$ cat src/logic/countdown_timer_pkg.sv
// Purpose: shared constants and types for the millisecond countdown timer
// Assumes: byte-wide register port, 25 MHz core clock
// Notes: timing counts derive from times named in their own units
package countdown_timer_pkg;

    // Register byte addresses
    localparam logic [7:0] ADDR_RELOAD_LO = 8'hA0; // Reload value, low byte
    localparam logic [7:0] ADDR_RELOAD_HI = 8'hA1; // Reload value, high byte
    localparam logic [7:0] ADDR_EVENT_SRC = 8'hA2; // Event source register
    localparam logic [7:0] ADDR_CONTROL = 8'hA3; // Control register
    localparam logic [7:0] ADDR_COUNT_LO = 8'hA4; // Count readback, low byte
    localparam logic [7:0] ADDR_COUNT_HI = 8'hA5; // Count readback, high byte

    // Field positions
    localparam int BIT_UFLOW = 0; // Underflow flag in event source
    localparam int BIT_ENABLE = 0; // Run enable in control
    localparam int BIT_RESET = 1; // Self-clearing reset in control
    localparam int BIT_STOP = 2; // Stop at underflow in control
    localparam int BIT_STATUS = 7; // Running status in control

    // Reset values and other fixed constants
    localparam logic [15:0] RELOAD_RESET = 16'hFFFF; // Reload after reset
    localparam logic [15:0] COUNT_RESET = 16'h0000; // Count after reset
    localparam logic [7:0] BYTE_ZERO = 8'h00; // Empty read byte
    localparam logic [15:0] COUNT_ONE = 16'h0001; // Last count before underflow

    // Timing
    localparam int CLOCK_PERIOD_NS = 40; // Core clock period
    localparam int TICK_PERIOD_US = 1000; // One count per millisecond
    localparam int SETTLE_TIME_US = 200; // Halt and reset propagation time
    localparam int TICK_CYCLES = TICK_PERIOD_US * 1000 / CLOCK_PERIOD_NS;
    localparam int SETTLE_CYCLES = SETTLE_TIME_US * 1000 / CLOCK_PERIOD_NS;

    // Register port request
    typedef struct packed {
        logic write; // One-cycle write strobe
        logic read; // One-cycle read strobe
        logic [7:0] addr; // Byte address
        logic [7:0] wdata; // Write byte
    } reg_req_t;

endpackage : countdown_timer_pkg

$ cat src/logic/ms_tick_gen.sv
// Purpose: millisecond tick pulse for the countdown timer
// Assumes: run is from the same clock domain
// Notes: the phase restarts whenever run drops
`timescale 1ns/10ps
`default_nettype none
module ms_tick_gen
    import countdown_timer_pkg::*;
#(
    parameter int TICK_LEN = TICK_CYCLES // Clock cycles per tick
) (
    input wire logic clock, // Core clock
    input wire logic reset_n, // Synchronised reset, active low
    input wire logic run, // Count while high
    output logic tick // One-cycle pulse each period
);

    typedef struct packed {
        logic [15:0] phase; // Cycles into the period
        logic tick; // Registered pulse
    } tick_state_t;

    tick_state_t state; // Present state
    tick_state_t next_state; // Next state

    // Advance the phase and fire at the period end
    always_comb begin
        next_state = state;
        next_state.tick = 1'b0;
        if (!run) begin
            next_state.phase = '0;
        end else if (state.phase == 16'(TICK_LEN - 1)) begin
            next_state.phase = '0;
            next_state.tick = 1'b1;
        end else begin
            next_state.phase = state.phase + 16'h0001;
        end
    end

    // State register
    always_ff @(posedge clock or negedge reset_n) begin
        if (!reset_n) begin
            state <= '0;
        end else begin
            state <= next_state;
        end
    end

    assign tick = state.tick;

endmodule : ms_tick_gen
`default_nettype wire

$ cat src/logic/countdown_timer.sv
// Overview of operation
// Underflow sets event source bit zero
// Interrupt output follows underflow flag
// Stop mode delays flag until halted
// Control bit seven shows running state
// Stop mode clears enable at underflow
// Reset bit stops and reloads counter
// Reset bit self-clears after propagation time
// Enable starts or pauses, keeps count
// Count readback returns count, ignores writes
// Software disables timer before reading count
// Flag resets to zero, software clears
// Counts down from reload each millisecond
// Software never programs zero reload
// Software leaves reload alone during reset
// Free mode reloads and keeps counting
// Writing one clears flag, zero ignored
//
// Purpose: millisecond countdown timer with control, event and readback registers
// Assumes: byte register port on the core clock; strobes last one cycle
// Notes: read data appears the cycle after the read strobe
`timescale 1ns/10ps
`default_nettype none
module countdown_timer
    import countdown_timer_pkg::*;
#(
    parameter int TICK_LEN = TICK_CYCLES, // Cycles per millisecond
    parameter int SETTLE_LEN = SETTLE_CYCLES // Cycles of halt or reset settling
) (
    input wire logic clock, // Core clock, 25 MHz
    input wire logic reset_n, // Asynchronous reset, active low
    input wire reg_req_t req, // Register port request
    output logic [7:0] rd_data, // Registered read byte
    output logic countdown_irq // Timer interrupt level
);

    // Whole state of the timer
    typedef struct packed {
        logic enable; // Run enable bit
        logic stop_at_underflow; // Halt on underflow
        logic reset_busy; // Self-clearing reset in progress
        logic halt_pending; // Halt settling after underflow
        logic underflow_flag; // Sticky underflow event
        logic [15:0] settle; // Settling countdown
        logic [15:0] count; // Present counter value
        logic [15:0] reload; // Reload value register
        logic [7:0] rd_data; // Read byte
    } timer_state_t;

    timer_state_t state; // Present state
    timer_state_t next_state; // Next state
    logic rst_meta; // Reset release, first stage
    logic rst_sync_n; // Reset release, synchronised
    logic running; // Status bit value
    logic tick; // Millisecond pulse
    logic step; // Tick taken while counting
    logic underflow; // Underflow event this cycle
    logic settle_done; // Settling countdown expired
    logic wr_src; // Write to event source
    logic wr_ctl; // Write to control
    logic ctl_reset; // Control write asks for reset
    logic flag_clear; // Software clear of flag

    // Decode a write to one address
    function automatic logic hit(input reg_req_t r, input logic [7:0] a);
        hit = r.write && (r.addr == a);
    endfunction : hit

    // Release reset through two flops
    always_ff @(posedge clock or negedge reset_n) begin
        if (!reset_n) begin
            rst_meta <= 1'b0;
            rst_sync_n <= 1'b0;
        end else begin
            rst_meta <= 1'b1;
            rst_sync_n <= rst_meta;
        end
    end

    // status while counting or halting
    assign running = (state.enable && !state.reset_busy) || state.halt_pending;

    // Millisecond pulse source
    ms_tick_gen #(
        .TICK_LEN(TICK_LEN)
    ) u_tick (
        .clock(clock),
        .reset_n(rst_sync_n),
        .run(state.enable && !state.reset_busy),
        .tick(tick)
    );

    // Late tick after a disable or reset write is dropped
    assign step = tick && state.enable && !state.reset_busy;
    // underflow at last count
    assign underflow = step && (state.count <= COUNT_ONE);
    // Settling and register write decodes
    assign settle_done = (state.settle == '0);
    assign wr_src = hit(req, ADDR_EVENT_SRC);
    assign wr_ctl = hit(req, ADDR_CONTROL);
    assign ctl_reset = wr_ctl && req.wdata[BIT_RESET];
    // only a one clears
    assign flag_clear = wr_src && req.wdata[BIT_UFLOW];

    // Next-state logic
    always_comb begin
        // Hold everything by default
        next_state = state;
        // Software clear, set below wins
        if (flag_clear) begin
            next_state.underflow_flag = 1'b0;
        end
        // Reload value writes
        if (hit(req, ADDR_RELOAD_LO)) begin
            next_state.reload[7:0] = req.wdata;
        end
        if (hit(req, ADDR_RELOAD_HI)) begin
            next_state.reload[15:8] = req.wdata;
        end
        // enable without touching count
        if (wr_ctl) begin
            next_state.enable = req.wdata[BIT_ENABLE];
            next_state.stop_at_underflow = req.wdata[BIT_STOP];
        end
        // Settling countdown
        if (!settle_done) begin
            next_state.settle = state.settle - 16'h0001;
        end
        // Counting
        if (step) begin
            if (underflow) begin
                // reload; continue unless stop mode
                next_state.count = state.reload;
                if (state.stop_at_underflow) begin
                    // auto stop clears enable
                    next_state.enable = 1'b0;
                    next_state.halt_pending = 1'b1;
                    next_state.settle = 16'(SETTLE_LEN - 1);
                end else begin
                    // flag on underflow
                    next_state.underflow_flag = 1'b1;
                end
            end else begin
                next_state.count = state.count - 16'h0001;
            end
        end
        // flag once fully halted
        if (state.halt_pending && settle_done) begin
            next_state.halt_pending = 1'b0;
            next_state.underflow_flag = 1'b1;
        end
        // reset clears after settling
        if (state.reset_busy && settle_done) begin
            next_state.reset_busy = 1'b0;
        end
        // reset stops and reloads
        if (ctl_reset) begin
            next_state.enable = 1'b0;
            next_state.reset_busy = 1'b1;
            next_state.count = state.reload;
            next_state.settle = 16'(SETTLE_LEN - 1);
            // Pending underflow is not lost
            if (state.halt_pending) begin
                next_state.halt_pending = 1'b0;
                next_state.underflow_flag = 1'b1;
            end
        end
        // Read mux, R9 count is read only
        if (req.read) begin
            unique case (req.addr)
                ADDR_RELOAD_LO: next_state.rd_data = state.reload[7:0];
                ADDR_RELOAD_HI: next_state.rd_data = state.reload[15:8];
                ADDR_EVENT_SRC: begin
                    next_state.rd_data = BYTE_ZERO;
                    next_state.rd_data[BIT_UFLOW] = state.underflow_flag;
                end
                ADDR_CONTROL: begin
                    next_state.rd_data = BYTE_ZERO;
                    next_state.rd_data[BIT_ENABLE] = state.enable;
                    next_state.rd_data[BIT_RESET] = state.reset_busy;
                    next_state.rd_data[BIT_STOP] = state.stop_at_underflow;
                    next_state.rd_data[BIT_STATUS] = running;
                end
                ADDR_COUNT_LO: next_state.rd_data = state.count[7:0];
                ADDR_COUNT_HI: next_state.rd_data = state.count[15:8];
                // Unmapped places read zero
                default: next_state.rd_data = BYTE_ZERO;
            endcase
        end
    end

    // State register, R11 flag resets low
    always_ff @(posedge clock or negedge rst_sync_n) begin
        if (!rst_sync_n) begin
            state <= '0;
            state.reload <= RELOAD_RESET;
            state.count <= COUNT_RESET;
        end else begin
            state <= next_state;
        end
    end

    // Read byte straight from its flop
    assign rd_data = state.rd_data;
    // interrupt follows flag
    assign countdown_irq = state.underflow_flag;
endmodule : countdown_timer
`default_nettype wire

$ cat config.mk
export PLATFORM = sky130hd
export DESIGN_NAME = countdown_timer
export DESIGN_NICKNAME = d
export VERILOG_FILES = /design/src/logic/countdown_timer_pkg.sv /design/src/logic/ms_tick_gen.sv /design/src/logic/countdown_timer.sv
export SDC_FILE = /design/constraint.sdc
export NUM_CORES = 1
export LEC_CHECK = 0
export BUFFER_PORTS_ARGS = -buffer_cell sky130_fd_sc_hd__buf_2
export CAP_MARGIN = 20
export CORE_ASPECT_RATIO = 0.8
export CORE_MARGIN = 5
export CORE_UTILIZATION = 54
export DETAILED_ROUTE_END_ITERATION = 7
export PLACE_DENSITY = 0.74
export SETUP_SLACK_MARGIN = 0.05
export SLEW_MARGIN = 20
export SYNTH_ARGS = -nofsm -noshare
export SYNTH_HDL_FRONTEND = slang
export SYNTH_SLANG_ARGS = --single-unit
$ cat constraint.sdc
create_clock -name clock -period 2.55 [get_ports clock]
set_input_delay 0.51 -clock clock [delete_from_list [all_inputs] [get_ports clock]]
set_output_delay 0.51 -clock clock [all_outputs]
set_load 0.1 [all_outputs]
==> flow_metrics.env <==
export IMPL_detail_route_antenna_nets=0
export IMPL_hold_path_class="reg2async"
export IMPL_grt_busiest_layer="met1"
export IMPL_cts_num_sinks=80
export IMPL_drv_cap=0
export IMPL_placed_area_um2=4626
export IMPL_worst_pin_slew_ps=829.4
export IMPL_grtUsageTotal=0.2151
export IMPL_n_fill_cell=667
export IMPL_synth_seq_cells=80
export IMPL_setup_viol=0
export IMPL_hold_viol_final=0
export IMPL_portBuffers=28
export IMPL_grt_ovfl_total=0
export IMPL_period_needed_ps=2394
export IMPL_clkLatencyLatePin_ps=360
export IMPL_finalInstanceArea_um2=4892
export IMPL_final_layout_size_suffix_gt1_frac=0.2394
export IMPL_dr_first_iter_drc_count=357
export IMPL_numCtsBuffers=9
export IMPL_use_met3=0.05358
export IMPL_r2r_cells=6
export IMPL_rsz0062_at_grt="false"
export IMPL_synth_edf_count=0
export IMPL_maxSlewViolCount=0
export IMPL_netlist_instances=439
export IMPL_clkTransAtPathRegs_ps=90
export IMPL_diodes=0
export IMPL_grt_util_met1=0.3204
export IMPL_vias=3625
export IMPL_startpoint_type="register"
export IMPL_gp_congestion=0.9524
export IMPL_die_h_um=90.77
export IMPL_critPathMaxFanout=16
export IMPL_power_density_nw_per_um2=596.1
export IMPL_syn_nets=463
export IMPL_reg2reg_from="state[24]$_DFFE_PN0P_"
export IMPL_fin_setup_tns_ps=0
export IMPL_crit_arrival_ps=2650
export IMPL_num_io_pins=29
export IMPL_hpwl_mm=7.332
export IMPL_end_kind="register"
export IMPL_grt_use_met2=0.3066
export IMPL_required_ps=2800
export IMPL_die_x_um=111.0
export IMPL_coreArea_um2=7946
export IMPL_r2r_end="state[37]$_DFFE_PN0P_"
export IMPL_status="finished clean"
export IMPL_dieArea_um2=10070
export IMPL_grt_pass1_vias=3381
export IMPL_synth_avg_cell_area_um2=10.03
export IMPL_ys_warn_count=0
export IMPL_antenna_found_initial=0
export IMPL_synth_distinct_cells=66
export IMPL_tritoncts="done"
export IMPL_rows=29
export IMPL_final_setup_skew_ps=14.21
export IMPL_fmax_mhz=417.8
export IMPL_cts_max_path_buffers=2
export IMPL_drc=0
export IMPL_synthFlopType="dfrtp_1"
export IMPL_viasPerCell=6.250
export IMPL_p_leak_nw=1.949
export IMPL_seq_area_frac_synth=0.4592
export IMPL_firstDrtPassIters=5
export IMPL_post_route_period_util=0.9387
export IMPL_nets=491
export IMPL_synthArstFlopShare=1.000
export IMPL_netlist_area_um2=4403
export IMPL_cts_max_level=3
export IMPL_initial_core_util=0.5541
export IMPL_startpoint="state[24]$_DFFE_PN0P_"
export IMPL_avgRoutedWirePerCell_um=18.01
export IMPL_grt_max_degree=79
export IMPL_grt_pass1_wl_mm=17.45
export IMPL_irDropWorstVdd_v=0.0003576
export IMPL_syn2layout_area_growth_pct=11.11
export IMPL_critical_path_class="reg2reg"
export IMPL_cts_root_buf="clkbuf_8"
export IMPL_r2r_slack_ps=160
export IMPL_routed_wl_mm=10.45
export IMPL_slew_headroom=0.4471
## worst max path at each step
stage                     slack, ps  cells after the start                      end
after global routing             50                      7      state[41]$_DFF_PN0_
after detailed placement        230                      6    state[37]$_DFFE_PN0P_
after floorplan                 180                      0  countdown_irq$_DFF_PN0_
after global placement          320                      7      state[40]$_DFF_PN0_
final                           160                      6    state[37]$_DFFE_PN0P_
after CTS                       190                      7      state[51]$_DFF_PN0_
## power by group
part           total, W  switching, W  leakage [nW]  internal [W]
registers       0.00150      0.000132         0.969       0.00137
logic          0.000334      0.000179         0.867      0.000155
clock network   0.00108      0.000477         0.113      0.000607
total           0.00292      0.000788          1.95       0.00213
## per-stage QoR
stage	worst slack [ps]	instances	hold slack, ps	total power (W)	utilization
2_1_floorplan	184.9	439	214.4	0.001733	-
3_3_place_gp	317.5	562	296.0	0.001821	0.5821
3_5_place_dp	225.2	562	296.6	0.001839	0.5821
4_1_cts	193.4	579	360.3	0.002925	0.6125
5_1_grt	50.44	580	352.6	0.003053	0.6157
6_report	156.3	580	298.8	0.002916	0.6157
## state kept, by name, indices dropped and copies added (netlist names)
register / count
u_tick.tick: 1
rst_sync_n: 1
u_tick.state: 16
countdown_irq: 1
rst_meta: 1
rd_data: 8
state: 52
## per-layer routing
layer,vias to the layer above,wire (µm)
li1,1656,-
met1,1792,4832
met2,160,4617
met3,17,838
met4,0,157
met5,-,0
## layout make-up
class                           instances  area [µm²]  area share
Clock buffer                           12       155.1     0.03171
Clock inverter                          4       76.32     0.01560
Inverter                               22       82.58     0.01688
Multi-Input combinational cell        315        2180      0.4455
Sequential cell                        80        2026      0.4141
Tap cell                              108       135.1     0.02762
Timing Repair Buffer                   39       237.7     0.04859
## timing repair
action,in CTS,in global routing
hold buffers,1,0
setup endpoints to repair,0,1
setup buffers,0,0
endpoints found under the hold margin,2,0
gates resized for setup,0,1
## cells by family after synthesis
family                     after synthesis  synth area share
AOI/OAI and AO/OA                       83            0.1199
muxes                                   29           0.09179
and+or+nand+nor                        176            0.2262
xor gates and xnor gates                22           0.04376
DFF                                     80            0.4592
adders and majority gates                4           0.01137
buffers and inverters                   44           0.04689
other                                    1         0.0008517
## Yosys cell counts (7+ instances only)
cell type	instances	area (µm²)
o21ai_0	17	85.08
a21oi_1	25	125.1
buf_4	8	60.06
dfrtp_1	64	1602
mux2_2	18	202.7
nor4_1	12	75.07
dfstp_2	16	420.4
o22ai_1	11	68.82
clkbuf_1	10	37.54
inv_1	21	78.83
nor2_1	52	195.2
xnor2_1	18	157.7
nand4_1	7	43.79
nor3_1	12	60.06
nand2_1	24	90.09
and3_1	8	50.05
nand3_1	15	75.07
## placed cells by master (no fill, tap or decap), types with 4 or more instances in the layout
cell	instances
dfrtp_1	63
nor2_1	52
buf_2	28
a21oi_1	25
nand2_1	24
inv_1	21
xnor2_1	18
mux2_2	18
o21ai_0	17
dfstp_2	16
nand3_1	15
nor4_1	12
nor3_1	12
o22ai_1	11
clkbuf_8	11
buf_4	9
and3_1	8
nand4_1	7
or4_1	6
mux4_2	6
or3_1	5
o21a_1	5
xor2_1	4
mux2i_1	4
a31oi_1	4
ha_1	4
## critical path, stage by stage (launching register included)
cell     delay, ps
dfrtp_1        460
inv_1           90
ha_1           260
nor2_1         280
nor4_4         110
a21oi_2        660
mux2_2         420
No activity file was read; power rests on OpenSTA's default activity.
